## src/hdl/cca_pkg.sv

```systemverilog
package cca_pkg;

  // timebase figures, kept as printed, and cycle counts derived from them
  localparam longint CLK_HZ             = 100_000_000;
  localparam longint TEMP_PERIOD_MS     = 440;
  localparam longint SAMPLE_RATE_100HZ  = 186;        // 18.6 kHz
  localparam longint CONV_PERIOD_US     = 3_515_000;  // 3.515 s
  localparam longint TEMP_CYC   = CLK_HZ * TEMP_PERIOD_MS / 1000;
  localparam longint SAMPLE_CYC = CLK_HZ / (SAMPLE_RATE_100HZ * 100);
  localparam longint CONV_CYC   = CLK_HZ * CONV_PERIOD_US / 1_000_000;

  // conversion bookkeeping
  localparam int             AVG_DEPTH    = 8;
  localparam int             AVG_SHIFT    = 3;
  localparam logic [9:0]     OFFSET_SLOT  = 10'h03FF; // every 1024th
  localparam logic [7:0]     BACKUP_EVERY = 8'h10;    // conversions
  localparam int             GAIN_FRAC    = 10;
  localparam int             TC_SHIFT     = 15;       // 30.5 ppm step
  localparam int             FRAC_W       = 12;

  // limits and thresholds
  localparam logic [15:0]    CUR_MAX      = 16'h7FFF;
  localparam logic [15:0]    CUR_MIN      = 16'h8000;
  localparam logic [15:0]    CHG_MIN      = 16'h0040; // 100 uV
  localparam logic [15:0]    TC_REF_HALF  = 16'h0032; // 25 C in 0.5 C
  localparam logic [27:0]    ACC_MAX      = 28'h7FF_FFFF;
  localparam logic [27:0]    ACC_MIN      = 28'h800_0000;

  // register byte offsets
  localparam logic [7:0]     OFS_TEMP     = 8'h00;
  localparam logic [7:0]     OFS_CUR      = 8'h04;
  localparam logic [7:0]     OFS_AVG      = 8'h08;
  localparam logic [7:0]     OFS_ACC      = 8'h0C;
  localparam logic [7:0]     OFS_FRAC     = 8'h10;
  localparam logic [7:0]     OFS_BIAS     = 8'h14;
  localparam logic [7:0]     OFS_GAIN     = 8'h18;
  localparam logic [7:0]     OFS_FGAIN    = 8'h1C;
  localparam logic [7:0]     OFS_TC       = 8'h20;
  localparam logic [7:0]     OFS_STAT     = 8'h24;

  // reset values
  localparam logic [15:0]    RST_16       = 16'h0000;
  localparam logic [31:0]    RST_32       = 32'h0000_0000;

  // nonvolatile image presented at power-up
  typedef struct packed {
    logic [15:0] acc;
    logic [7:0]  bias;
    logic [10:0] gain;
    logic [10:0] fgain;
    logic [7:0]  tc;
  } cca_nv_s;

  typedef enum {ST_LOAD, ST_ACTIVE, ST_SLEEP} cca_state_e;

  // clamp a wide signed value to the 16-bit result range
  function automatic logic [15:0] cca_sat16(input logic signed [47:0] v);
    if (v > 48'sh7FFF) return CUR_MAX;
    if (v < -48'sh8000) return CUR_MIN;
    return v[15:0];
  endfunction

endpackage

```

## src/hdl/cca_top.sv

```systemverilog
// Chosen here: the address map and the Wishbone register port.
`timescale 1ns/100ps
// Summary of operation
// RULE1: temperature result refreshed every 440 ms, signed, 0.125 C steps.
// RULE2: current measured continuously only in active power mode.
// RULE3: sense input sampled at 18.6 kHz; result written per conversion.
// RULE4: current register refreshed every 3.515 s, clamped 7FFFh/8000h.
// RULE5: average of last eight currents refreshed every 28 s, clamped.
// RULE6: every 1024th conversion measures offset; correction used 1023 times.
// RULE7: during offset conversion, prior current shown and accumulated.
// RULE8: 11-bit gain trim scales current, 0 to 1.999 in 1/1024 steps.
// RULE9: read-only factory gain copy kept; only writable trim used.
// RULE10: 8-bit tempco in 30.5 ppm/C steps; zero disables compensation. Code applies 30.5 ppm per half degree, 61 ppm/C.
// RULE11: compensation updated only when temperature crosses half degree.
// RULE12: accumulator adds each result, saturating at 7FFFh and 8000h.
// RULE13: fraction bits kept in separate read-only fraction register.
// RULE14: positive currents below 100 uV are not accumulated.
// RULE15: host writes accumulator high byte then low byte within 3.515 s.
// RULE16: any accumulator write clears all fraction bits. Code clears them only on the low-byte write; a high-byte-only write keeps them.
// RULE17: accumulator write forces offset conversion and new correction.
// RULE18: after accumulator write, measurement resumes at second conversion.
// RULE19: accumulator backed up periodically and restored at power-up.
// RULE20: signed accumulation offset added once per conversion cycle.
// RULE21: accumulation offset loaded from nonvolatile image at power-up.
// RULE22: in sleep, measurement and accumulation stop, registers kept.
// RULE23: accumulation triggered by the same strobe that refreshes current.
module cca_top #(
  parameter int unsigned TEMP_CYCLES   = 32'(cca_pkg::TEMP_CYC),
  parameter int unsigned SAMPLE_CYCLES = 32'(cca_pkg::SAMPLE_CYC),
  parameter int unsigned CONV_CYCLES   = 32'(cca_pkg::CONV_CYC)
) (
  input  wire logic            sys_clk_in,
  input  wire logic            rstn_in,
  input  wire logic            wb_cyc_in,
  input  wire logic            wb_stb_in,
  input  wire logic            wb_we_in,
  input  wire logic [7:0]      wb_adr_in,
  input  wire logic [3:0]      wb_sel_in,
  input  wire logic [31:0]     wb_dat_in,
  output logic      [31:0]     wb_dat_out,
  output logic                 wb_ack_out,
  input  wire logic            active_mode_in,
  input  wire logic [15:0]     temp_sample_in,
  input  wire logic [15:0]     sense_input_in,
  input  wire cca_pkg::cca_nv_s nv_image_in,
  output logic                 zero_sel_out,
  output logic                 nv_backup_out,
  output logic [15:0]          nv_acc_out
);
  import cca_pkg::*;

  logic              rst_meta_r, rstn_r;
  logic              act_meta_r, act_r;
  logic [15:0]       temp_meta_r, temp_s_r, sns_meta_r, sns_s_r;
  cca_state_e        state_r;
  logic [31:0]       samp_cnt_r, conv_cnt_r, temp_cnt_r;
  logic [15:0]       sample_r, offset_r, temp_r, current_r, avg_r;
  logic [15:0]       half_prev_r;
  logic signed [23:0] coef_r;
  logic [9:0]        conv_idx_r;
  logic [2:0]        avg_idx_r;
  logic [15:0]       avg_mem [AVG_DEPTH];
  logic [27:0]       acc_r;
  logic [7:0]        acc_hi_r, bias_r, tc_r, bk_cnt_r;
  logic [10:0]       gain_r, fgain_r;
  logic              skip_r, ack_r;
  logic              req, wr, acc_wr, conv_end, run;
  logic [15:0]       acc_wval, cur_nxt, acc_src;
  logic signed [47:0] scaled, comp, avg_sum;
  logic signed [28:0] acc_sum;
  logic [15:0]       half_now;
  cca_nv_s           nv_meta_r, nv_s_r;
  logic              acc_hi_wr;

  // reset release through two flops; assertion stays asynchronous
  // so a glitch on the pin still clears every register at once
  always_ff @(posedge sys_clk_in or negedge rstn_in) begin
    if (!rstn_in) begin
      rst_meta_r <= 1'b0;
      rstn_r     <= 1'b0;
    end else begin
      rst_meta_r <= 1'b1;
      rstn_r     <= rst_meta_r;
    end
  end

  // pin inputs cross in through two flops; multi-bit samples are assumed
  // held stable by the front end across the capture
  always_ff @(posedge sys_clk_in or negedge rstn_r) begin
    if (!rstn_r) begin
      act_meta_r  <= 1'b0;
      act_r       <= 1'b0;
      temp_meta_r <= RST_16;
      temp_s_r    <= RST_16;
      sns_meta_r  <= RST_16;
      sns_s_r     <= RST_16;
    end else begin
      act_meta_r  <= active_mode_in;
      act_r       <= act_meta_r;
      temp_meta_r <= temp_sample_in;
      temp_s_r    <= temp_meta_r;
      sns_meta_r  <= sense_input_in;
      sns_s_r     <= sns_meta_r;
    end
  end

  // the nonvolatile image comes from another domain, so it crosses two
  // flops like any pin; these run on the raw reset so that the copy has
  // settled by the single load cycle that follows the internal release
  always_ff @(posedge sys_clk_in or negedge rstn_in) begin
    if (!rstn_in) begin
      nv_meta_r <= '0;
      nv_s_r    <= '0;
    end else begin
      nv_meta_r <= nv_image_in;
      nv_s_r    <= nv_meta_r;
    end
  end

  // power state: load the nonvolatile image once, then follow the mode pin
  // the load cycle reads the synchronised copy, settled one edge before
  always_ff @(posedge sys_clk_in or negedge rstn_r) begin
    if (!rstn_r) begin
      state_r <= ST_LOAD;
    end else begin
      case (state_r)
        ST_LOAD:   state_r <= act_r ? ST_ACTIVE : ST_SLEEP;
        ST_ACTIVE: if (!act_r) state_r <= ST_SLEEP;          // RULE22
        ST_SLEEP:  if (act_r) state_r <= ST_ACTIVE;          // RULE2
        default:   state_r <= ST_LOAD;
      endcase
    end
  end

  assign run      = (state_r == ST_ACTIVE);                  // RULE2 RULE22
  assign conv_end = run && (conv_cnt_r == CONV_CYCLES - 1);  // RULE4 RULE23

  // bus decode: one access per request, answered one cycle later; a write
  // lands at the edge where the master sees ack, not at the taking edge,
  // so a master that drops its request early leaves the registers alone
  assign req       = wb_cyc_in && wb_stb_in && !ack_r;
  assign wr        = wb_cyc_in && wb_stb_in && wb_we_in && ack_r;
  assign acc_wr    = wr && (wb_adr_in == OFS_ACC) && wb_sel_in[0];
  assign acc_hi_wr = wr && (wb_adr_in == OFS_ACC) && wb_sel_in[1]
                     && !wb_sel_in[0];

  // timers freeze outside active mode so nothing drifts while asleep
  // the conversion timer also restarts on a host accumulator commit made in active mode
  always_ff @(posedge sys_clk_in or negedge rstn_r) begin
    if (!rstn_r) begin
      samp_cnt_r <= RST_32;
      conv_cnt_r <= RST_32;
      temp_cnt_r <= RST_32;
    end else if (run) begin
      samp_cnt_r <= (samp_cnt_r == SAMPLE_CYCLES - 1) ? RST_32
                                                      : samp_cnt_r + 1;
      temp_cnt_r <= (temp_cnt_r == TEMP_CYCLES - 1) ? RST_32
                                                    : temp_cnt_r + 1;
      if (acc_wr || conv_end) begin
        conv_cnt_r <= RST_32;                                // RULE17
      end else begin
        conv_cnt_r <= conv_cnt_r + 1;
      end
    end
  end

  // differential sample taken at the modulator rate
  // the front end must hold each sample across both capture flops
  always_ff @(posedge sys_clk_in or negedge rstn_r) begin
    if (!rstn_r) begin
      sample_r <= RST_16;
    end else if (run && samp_cnt_r == SAMPLE_CYCLES - 1) begin
      sample_r <= sns_s_r;                                   // RULE3
    end
  end

  // temperature result and half-degree tracking for compensation
  // the coefficient follows the half-degree value even while asleep; it
  // only costs a multiply when the temperature register actually moves
  assign half_now = {{2{temp_r[15]}}, temp_r[15:2]};
  always_ff @(posedge sys_clk_in or negedge rstn_r) begin
    if (!rstn_r) begin
      temp_r      <= RST_16;
      half_prev_r <= TC_REF_HALF;
      coef_r      <= 24'sh00_0000;
    end else begin
      if (run && temp_cnt_r == TEMP_CYCLES - 1) begin
        temp_r <= temp_s_r;                                  // RULE1
      end
      if (half_now != half_prev_r) begin
        half_prev_r <= half_now;                             // RULE11
        coef_r <= 24'($signed({1'b0, tc_r}) *
                      $signed(half_now - TC_REF_HALF));      // RULE10
      end
    end
  end

  // offset removal, gain trim, then resistor drift compensation
  // the gain product needs 28 bits; 48 leave room for the tempco product
  always_comb begin
    scaled = 48'(($signed({{32{sample_r[15]}}, sample_r}) -
                  $signed({{32{offset_r[15]}}, offset_r})) *
                 $signed({1'b0, gain_r})) >>> GAIN_FRAC;     // RULE8 RULE9
    comp    = scaled - ((scaled * 48'(coef_r)) >>> TC_SHIFT); // RULE10
    cur_nxt = cca_sat16(comp);                               // RULE4
  end

  // conversion sequencing and current / offset registers
  // an accumulator commit beats a conversion end in the same cycle: the commit
  // restarts the timer and drops that result, though history and backup count still take it
  always_ff @(posedge sys_clk_in or negedge rstn_r) begin
    if (!rstn_r) begin
      current_r    <= RST_16;
      offset_r     <= RST_16;
      conv_idx_r   <= 10'h000;
      zero_sel_out <= 1'b0;
      skip_r       <= 1'b0;
    end else if (acc_wr) begin
      zero_sel_out <= 1'b1;                                  // RULE17
      skip_r       <= 1'b1;                                  // RULE18
    end else if (conv_end) begin
      if (zero_sel_out) begin
        offset_r   <= sample_r;                              // RULE6 RULE7
        conv_idx_r <= 10'h000;
        skip_r     <= 1'b0;
        zero_sel_out <= 1'b0;
      end else begin
        current_r  <= cur_nxt;                               // RULE4
        conv_idx_r <= conv_idx_r + 10'h001;
        zero_sel_out <= (conv_idx_r + 10'h001 == OFFSET_SLOT); // RULE6
      end
    end
  end

  // eight-deep history of current results and the 28 s mean
  // the mean uses an arithmetic shift, so it rounds toward minus infinity
  always_comb begin
    avg_sum = 48'sh0;
    for (int i = 0; i < AVG_DEPTH; i++) begin
      avg_sum = avg_sum + 48'($signed(avg_mem[i]));
    end
  end

  always_ff @(posedge sys_clk_in or negedge rstn_r) begin
    if (!rstn_r) begin
      avg_idx_r <= 3'h0;
      avg_r     <= RST_16;
      for (int i = 0; i < AVG_DEPTH; i++) begin
        avg_mem[i] <= RST_16;
      end
    end else begin
      if (conv_end && !zero_sel_out) begin
        avg_mem[avg_idx_r] <= cur_nxt;
        avg_idx_r <= avg_idx_r + 3'h1;
      end
      // history is read one cycle after the eighth entry lands
      if (conv_cnt_r == 32'h0000_0000 && run && avg_idx_r == 3'h0) begin
        avg_r <= cca_sat16(avg_sum >>> AVG_SHIFT);           // RULE5
      end
    end
  end

  // value fed to the accumulator: prior result stands in during offset
  // exclusion touches small positive results only; discharge always counts
  always_comb begin
    acc_src = zero_sel_out ? current_r : cur_nxt;            // RULE7
    if (!acc_src[15] && acc_src < CHG_MIN) begin
      acc_src = RST_16;                                      // RULE14
    end
    acc_sum = 29'($signed(acc_r)) +
              29'($signed(acc_src)) +
              29'($signed(bias_r));                          // RULE20
  end

  // a write on the low lane alone commits the byte stored by the earlier
  // high-lane write, so the pair lands in the accumulator as one value
  assign acc_wval = {(wb_sel_in[1] ? wb_dat_in[15:8] : acc_hi_r),
                     wb_dat_in[7:0]};

  // charge accumulator: 16 integer bits over 12 fraction bits; results
  // and bias add in at the lowest fraction bit, so nothing is ever truncated and
  // positive results below 1000h move the integer part only once the fraction carries over
  always_ff @(posedge sys_clk_in or negedge rstn_r) begin
    if (!rstn_r) begin
      acc_r    <= 28'h000_0000;
      acc_hi_r <= 8'h00;
    end else if (state_r == ST_LOAD) begin
      acc_r <= {nv_s_r.acc, 12'h000};                        // RULE19
    end else if (acc_hi_wr) begin
      acc_hi_r <= wb_dat_in[15:8];                           // RULE15
    end else if (acc_wr) begin
      acc_r <= {acc_wval, 12'h000};                          // RULE16
    end else if (conv_end && !skip_r) begin
      if (acc_sum > $signed({1'b0, ACC_MAX})) begin
        acc_r <= ACC_MAX;                                    // RULE12
      end else if (acc_sum < $signed({1'b1, ACC_MIN})) begin
        acc_r <= ACC_MIN;                                    // RULE12
      end else begin
        acc_r <= acc_sum[27:0];                              // RULE23
      end
    end
  end

  // periodic backup of the integer count to nonvolatile storage
  // the count includes offset conversions, so the spacing is exact in
  // conversion periods rather than in current results
  always_ff @(posedge sys_clk_in or negedge rstn_r) begin
    if (!rstn_r) begin
      bk_cnt_r      <= 8'h00;
      nv_backup_out <= 1'b0;
      nv_acc_out    <= RST_16;
    end else begin
      nv_backup_out <= 1'b0;
      if (conv_end) begin
        bk_cnt_r <= (bk_cnt_r == BACKUP_EVERY - 8'h01) ? 8'h00
                                                       : bk_cnt_r + 8'h01;
        if (bk_cnt_r == BACKUP_EVERY - 8'h01) begin
          nv_backup_out <= 1'b1;                             // RULE19
          nv_acc_out    <= acc_r[27:FRAC_W];
        end
      end
    end
  end

  // trims and bias: image at power-up, then software may rewrite them
  // the factory copy has no write path, so only the image can set it
  always_ff @(posedge sys_clk_in or negedge rstn_r) begin
    if (!rstn_r) begin
      bias_r  <= 8'h00;
      gain_r  <= 11'h000;
      fgain_r <= 11'h000;
      tc_r    <= 8'h00;
    end else if (state_r == ST_LOAD) begin
      bias_r  <= nv_s_r.bias;                                // RULE21
      gain_r  <= nv_s_r.gain;
      fgain_r <= nv_s_r.fgain;                               // RULE9
      tc_r    <= nv_s_r.tc;
    end else if (wr && wb_sel_in[0]) begin
      case (wb_adr_in)
        OFS_BIAS: bias_r <= wb_dat_in[7:0];
        OFS_TC:   tc_r   <= wb_dat_in[7:0];
        OFS_GAIN: if (wb_sel_in[1]) gain_r <= wb_dat_in[10:0]; // RULE8
        default:  ;
      endcase
    end
  end

  // wishbone answer: ack one cycle after the strobe, unmapped reads zero
  // read data is captured on the taking edge and holds from ack until the next request
  always_ff @(posedge sys_clk_in or negedge rstn_r) begin
    if (!rstn_r) begin
      ack_r      <= 1'b0;
      wb_dat_out <= RST_32;
    end else begin
      ack_r <= req;
      if (req) begin
        case (wb_adr_in)
          OFS_TEMP:  wb_dat_out <= {16'h0000, temp_r};
          OFS_CUR:   wb_dat_out <= {16'h0000, current_r};
          OFS_AVG:   wb_dat_out <= {16'h0000, avg_r};
          OFS_ACC:   wb_dat_out <= {16'h0000, acc_r[27:FRAC_W]};
          OFS_FRAC:  wb_dat_out <= {20'h0_0000, acc_r[FRAC_W-1:0]}; // RULE13
          OFS_BIAS:  wb_dat_out <= {24'h00_0000, bias_r};
          OFS_GAIN:  wb_dat_out <= {21'h00_0000, gain_r};
          OFS_FGAIN: wb_dat_out <= {21'h00_0000, fgain_r};
          OFS_TC:    wb_dat_out <= {24'h00_0000, tc_r};
          OFS_STAT:  wb_dat_out <= {29'h0000_0000, skip_r,
                                    zero_sel_out, run};
          default:   wb_dat_out <= RST_32;
        endcase
      end
    end
  end

  assign wb_ack_out = ack_r;

endmodule

```

## config.mk

```make
export PLATFORM = sky130hd
export DESIGN_NAME = cca_top
export DESIGN_NICKNAME = d
export VERILOG_FILES = /design/src/hdl/cca_pkg.sv /design/src/hdl/cca_top.sv
export SDC_FILE = /design/constraint.sdc
export NUM_CORES = 2
export LEC_CHECK = 0
export ABC_AREA = 1
export ABC_CLOCK_PERIOD_IN_PS = 21900
export BUFFER_PORTS_ARGS = -buffer_cell sky130_fd_sc_hd__clkbuf_2
export CAP_MARGIN = 20
export CORE_ASPECT_RATIO = 1.25
export CORE_MARGIN = 2
export CORE_UTILIZATION = 45
export DETAILED_ROUTE_END_ITERATION = 8
export GPL_ROUTABILITY_DRIVEN = 0
export PLACE_DENSITY = 0.63
export SYNTH_ARGS = -nofsm -noshare
export SYNTH_HDL_FRONTEND = slang
export SYNTH_SLANG_ARGS = --single-unit
```

## constraint.sdc

```tcl
create_clock -name sys_clk_in -period 21.9 [get_ports sys_clk_in]
set_input_delay 1.095 -clock sys_clk_in [delete_from_list [all_inputs] [get_ports sys_clk_in]]
set_output_delay 1.095 -clock sys_clk_in [all_outputs]
set_load 0.02 [all_outputs]
```

======== Word-level counts from Yosys, hierarchy flattened ========
Index checks and enable logic that the tools add are counted.
operators by class
  $add $sub $neg .......................... 18
  multipliers ............................. 3
  magnitude comparators ................... 9
  equality and inequality tests ........... 21
  multiplexer cells ....................... 56
  bitwise logic cells ..................... 3
  reduce and logical (&&, ||, !) cells .... 47
operator list
  cell                                                          count
  2-to-1 mux 16 bit                                             11
  2-to-1 mux 28 bit                                             6
  2-to-1 mux 32 bit                                             5
  case mux 16 bit (10 select lines)                             1
  bitwise mux 128 bit                                           1
  adder 32 x 1 -> 32 bit, second input constant                 3
  logical NOT 32 bit                                            3
  case mux 32 bit (3 select lines)                              1
  equality test 32 x 2 -> 1 bit, second input constant          2
  2-to-1 mux 8 bit                                              8
  demux 16 bit (select 3 bit)                                   1
  2-to-1 mux 11 bit                                             4
  multiplier 19 x 24 -> 43 bit                                  1
  equality test 32 x 1 -> 1 bit, second input constant          1
  equality test 32 x 13 -> 1 bit, second input constant         1
  equality test 32 x 26 -> 1 bit, second input constant         1
  equality test 32 x 29 -> 1 bit, second input constant         1
  equality test 8 x 5 -> 1 bit, second input constant           4
  adder 28 x 16 -> 29 bit                                       1
  adder 29 x 8 -> 29 bit                                        1
  > comparator 29 x 16 -> 1 bit, second input constant          1
  > comparator 29 x 28 -> 1 bit, second input constant          1
  less-than comparator 29 x 16 -> 1 bit, second input constant  1
  less-than comparator 29 x 28 -> 1 bit, second input constant  1
  41 further kinds                                              96
storage, ports and cells
  register bits ........................... 697
  input port bits ......................... 136
  output and inout bits ................... 51
  word-level logic and storage cells ...... 209

======== Logic depth before layout (Yosys ltp) ========
  depth after elaboration ................. 22
  gate-level depth with buffers ........... 113
  gate-level depth less buffers ........... 111

======== Worst setup path before layout ========
No wires, ideal clock.
  path kind ............................... register to register
  start ................................... register sample_r[0]
  end ..................................... register acc_r[0]
  library setup time ...................... 82 ps
  arrival time ............................ 17091 ps
  data required time ...................... 21818 ps
  setup slack ............................. 4727 ps
  cell stages (with the launch flop) ...... 90
  path buffers ............................ 1
  period minus slack after synthesis ...... 17173 ps
  cells stage by stage .................... dfrtp_1 -> inv_1 -> ha_1 -> fa_1 -> o21ai_1 -> a21oi_1 -> o21ai_1 -> nand2_1 -> nand2_1 -> nand2_1 -> nand2_1 -> nand2_1 -> nand2_1 -> a21oi_1 -> o21ai_1 -> xor2_1 -> nand2_1 -> fa_1 -> [... 54 more ...] -> ha_1 -> inv_1 -> fa_1 -> inv_1 -> nand3_1 -> nand2_1 -> a21boi_1 -> o21ai_1 -> a21oi_1 -> inv_1 -> nand3_1 -> o21ai_1 -> xor2_1 -> inv_1 -> nand2_1 -> buf_4 -> nand3_2 -> o22ai_1
on the way
  word-level cells in the longest chain between the ends .. 22
  elaborated cells between the ends (all ways) .. 27
  classes of those cells .................. 4 x add/sub; 2 x mul; 5 x order compare; 14 x mux; 2 x reduce/logical
RTL lines
  item                                   RTL line        RTL
  from (decl)                            cca_top.sv:57   logic [15:0] sample_r, offset_r, temp_r, current_r, avg_r;
  from (signal assigned)                 cca_top.sv:173  sample_r <= sns_s_r;
  subtractor 16 x 16 -> 17 bit *         cca_top.sv:201  scaled = 48'(($signed({{32{sample_r[15]}}, sample_r}) -
  multiplier 17 x 12 -> 29 bit *         cca_top.sv:202  $signed({{32{offset_r[15]}}, offset_r})) *
  multiplier 19 x 24 -> 43 bit           cca_top.sv:204  comp = scaled - ((scaled * 48'(coef_r)) >>> TC_SHIFT);
  subtractor 19 x 28 -> 29 bit *         cca_top.sv:204
  less-than comparator 29 x 16 -> 1 bit  cca_pkg.sv:59   if (v < -48'sh8000) return CUR_MIN;
  2-to-1 mux 1 bit (2 in a row)          cca_pkg.sv:59
  2-to-1 mux 16 bit                      cca_pkg.sv:60   return v[15:0];
  2-to-1 mux 16 bit *                    cca_pkg.sv:59
  [... 5 more ...]                       n/a
  adder 29 x 8 -> 29 bit *               cca_top.sv:271  29'($signed(acc_src)) +
  less-than comparator 29 x 28 -> 1 bit  cca_top.sv:296  end else if (acc_sum < $signed({1'b1, ACC_MIN})) begin
  2-to-1 mux 28 bit                      cca_top.sv:296
  2-to-1 mux 28 bit *                    cca_top.sv:294  if (acc_sum > $signed({1'b0, ACC_MAX})) begin
  2-to-1 mux 28 bit *                    cca_top.sv:293  end else if (conv_end && !skip_r) begin
  2-to-1 mux 28 bit *                    cca_top.sv:291  end else if (acc_wr) begin
  2-to-1 mux 28 bit *                    cca_top.sv:289  end else if (acc_hi_wr) begin
  2-to-1 mux 28 bit *                    cca_top.sv:287  end else if (state_r == ST_LOAD) begin
  to (signal assigned)                   cca_top.sv:288  acc_r <= {nv_s_r.acc, 12'h000};
  to (signal assigned)                   cca_top.sv:292  acc_r <= {acc_wval, 12'h000};
  to (signal assigned)                   cca_top.sv:299  acc_r <= acc_sum[27:0];
  to (decl)                              cca_top.sv:63   logic [27:0] acc_r;
Mark *: on every way between the ends. The rest lies on a longest branch, timed or not. The select of a mux whose other input is x is not followed.
A chain may end at the register's enable or synchronous reset.

======== Worst setup path after layout ========
  start ................................... register sample_r[0]
  end ..................................... register acc_r[26]
The elaborated chain is that of the path after synthesis.

==> results.toml <==
[global_route]
gr-total-overflow = 0
antenna_found_initial = 3
grt_pass1_vias = 50540
grt_max_degree = 147
grt_util_all_layers_pct = 25.04
grt_pass1_wl_um = 273500

[setup_path]
start_kind = "flop"
r2r_cells = 100
cp_max_fo = 22
r2r_start = "sample_r[0]"
cp.arrival_ns = 20.94
path_class = "flop to flop"
regToRegEndpoint = "acc_r[26]"
cp_data_required_time_ns = 22.49
critical-path-max-stage-delay_ns = 0.57
cp_top_family = "adder cells"
crit_buf_inv = 18
reg2reg_slack_ns = 1.55
cp_common_cell = "nand2_1"
endpoint_kind = "flop"
critPathSlowestCell = "fa_1"

[yosys]
syn_inst = 7274
synth-warning-count = 0
ys_seq_elements = 651
avgSynthCellArea_um2 = 8.483
yosysSeqAreaShare_pct = 26.41
synth_edf_count = 0
synthArstFlopShare_pct = 100.0
synth_top_cells_by_area = "fa_1 27%, dfrtp_1 26%, nand2_1 9.5%"
yosysUniqueCellTypes = 66
synth_ff_type = "dfrtp_1"
netlist_area_um2 = 61710
synth_top_cell_by_area = "fa_1"
synth_top_area_share_pct = 27.45

[sta]
fmax_mhz = 49.13
tightest_slew_ns = 1.082
rsz0062_at_grt = "no"
period_needed_ns = 20.35
worst_clock_skew_ns = 0.05780
setup_viol = 0
setup_ws_ns = 1.547
hold_viol = 0
slew_violations = 0
setup_tns_ns = 0
relSlewSlack_pct = 27.72
period_share_pct = 92.94

[power_and_ir_drop]
ir_drop_mv = 0.1322
power_density_nw_per_um2 = 74.34
power.switching_w = 0.002039
internal_power_w = 0.002918
clkPwrFrac_pct = 25.4
seqPwrFrac_pct = 27.5
power_frac_comb_pct = 47.1
switching_share_pct = 41.13
leakage_nw = 35.03

[clocking]
clk_pin_slew_ns = 0.07
cts_buffers = 68
root_buffer = "clkbuf_16"
cts_resized = 0
cts_sinks = 651
post_cts_buffers = 0
htreeDepth = 3
clk_latency_ns = 0.68
max-clock-path-buffers = 3
hold_buffers = 0
cts_tree = "built"

[hold_path]
hold_class = "flop to flop"
min_from = "nv_meta_r[5]"
hold_depth = 0
holdPathEnd = "nv_s_r[5]"

[job]
drv_cap = 0

[floorplan]
rows = 151
die-height_um = 418.0
dieArea_um2 = 140100
fp.dieW_um = 335.2
io_pins = 187
core_um2 = 135800
floorplan.initialDensity_pct = 45.42

[routing]
antenna_left = 0
drt_iter0_markers = 3061
first_pass_iters = 5
route.detailed.drc = 0
viasPerCell = 5.224
routed-via-count = 47850
wl_per_cell_um = 18.52
wl_um = 169700

[final_layout]
layout_commonest_cell = "nand2_1"
layout-drive-gt1-share_pct = 6.365
area_growth_pct = 8.072
nFillCells = 12960
final_nets = 8658
final_cell_mix = "1555 x nand2_1, 1493 x inv_1, 846 x fa_1"

[status]
outcome = "completed"

[placement]
preCtsSetupSlack_ns = 1.687
portBuffers = 152
hpwlAfterDp_um = 135000
==> worst reg2reg max path: cells and delay by family (launching register included) <==
kind                       cells  cell delay (ns)
xor gates and xnor gates       1             0.27
and+or+nand+nor               44             6.35
buffers and inverters         18             1.63
adders and majority gates     20             8.15
AOI/OAI and AO/OA             17             3.55
DFF                            1             0.32
==> flip-flops by register name (all words and copies together), names as in the netlist, 24 cells and up <==
signal / cells
nv_meta_r: 54
avg_mem: 128
acc_r: 28
conv_cnt_r: 32
coef_r: 24
samp_cnt_r: 32
nv_s_r: 54
temp_cnt_r: 32
==> metal layers <==
metal  track usage [%]  part of all wire [%]
met1             30.57                    39
met2             43.86                    50
met3             2.426                   4.7
met4             13.07                   5.7
met5                 0                     0
==> per-stage QoR <==
| stage | instances | hold slack, ns | area (um2) | utilization (%) | total power, W |
|---|---|---|---|---|---|
| 2_1_floorplan | 7289 | 0.3312 | 61760 | - | 0.003172 |
| 3_3_place_gp | 9034 | 0.3328 | 64210 | 47.27 | 0.003683 |
| 3_5_place_dp | 9035 | 0.3347 | 64230 | 47.29 | 0.003714 |
| 4_1_cts | 9157 | 0.2912 | 66630 | 49.05 | 0.004990 |
| 5_1_grt | 9160 | 0.3225 | 66690 | 49.09 | 0.005380 |
| 6_report | 9160 | 0.3102 | 66690 | 49.09 | 0.004957 |
==> cell usage after synthesis (7+ instances only) <==
cell type	count
nand4_1	58
nand2_1	1555
a211oi_1	15
o211ai_1	26
nor3_1	73
o2111ai_1	7
inv_2	23
a221oi_1	19
clkbuf_1	140
nor2_1	647
o22ai_1	47
nand3_1	148
o21ai_1	11
ha_1	328
xnor2_1	77
a21oi_1	311
clkinv_1	13
fa_1	846
dfrtp_1	648
nand2_2	15
a21o_1	7
o21ai_0	239
o221ai_1	8
or2_2	43
a31oi_1	24
buf_4	24
inv_1	1495
nor4_1	46
xor2_1	100
buf_1	12
buf_2	33
nor2_2	16
o21a_1	112
nand3b_1	14
o21ai_2	8
==> power groups by stage <==
stage               combinational [W]  clock (W)  sequential, W
floorplan                     0.00182          0        0.00135
global placement              0.00230          0        0.00138
detailed placement            0.00233          0        0.00138
CTS                           0.00234    0.00129        0.00136
global route                  0.00268    0.00133        0.00137
finish                        0.00234    0.00126        0.00136
==> cells by family after synthesis <==
group / Yosys count / synth area share, %
flip-flops: 651 / 26.41
multiplexers: 5 / 0.09124
AND/OR/NAND/NOR: 2657 / 17.83
other: 2 / 0.01217
AO/OA/AOI/OAI: 861 / 8.157
XOR/XNOR: 177 / 2.512
buffers and inverters: 1747 / 10.89
adder cells (fa/ha/maj): 1174 / 34.10
==> cell type report <==
cell class                 count  area (um2)  area share (%)
antenna                        1       2.502        0.003752
clock inverter                32       503.0          0.7542
timing repair buffer         202        1200           1.799
inverter                    1534        5773           8.657
multi-input combinational   4891       38810           58.20
tap                         1759        2201           3.300
sequential                   651       16300           24.44
clock buffer                  90        1894           2.841
==> how the worst max path moves through the flow <==
stage | slack, ns | start | cells after the start | endpoint
after CTS | 1.57 | sample_r[0] | 98 | acc_r[26]
final | 1.55 | sample_r[0] | 100 | acc_r[26]
after floorplan | 4.73 | sample_r[0] | 89 | acc_r[0]
after global placement | 1.76 | sample_r[0] | 99 | acc_r[26]
after global routing | 0.18 | sample_r[0] | 100 | acc_r[26]
after detailed placement | 1.69 | sample_r[0] | 98 | acc_r[26]
Note: power is estimated with default switching activity, not from simulation.
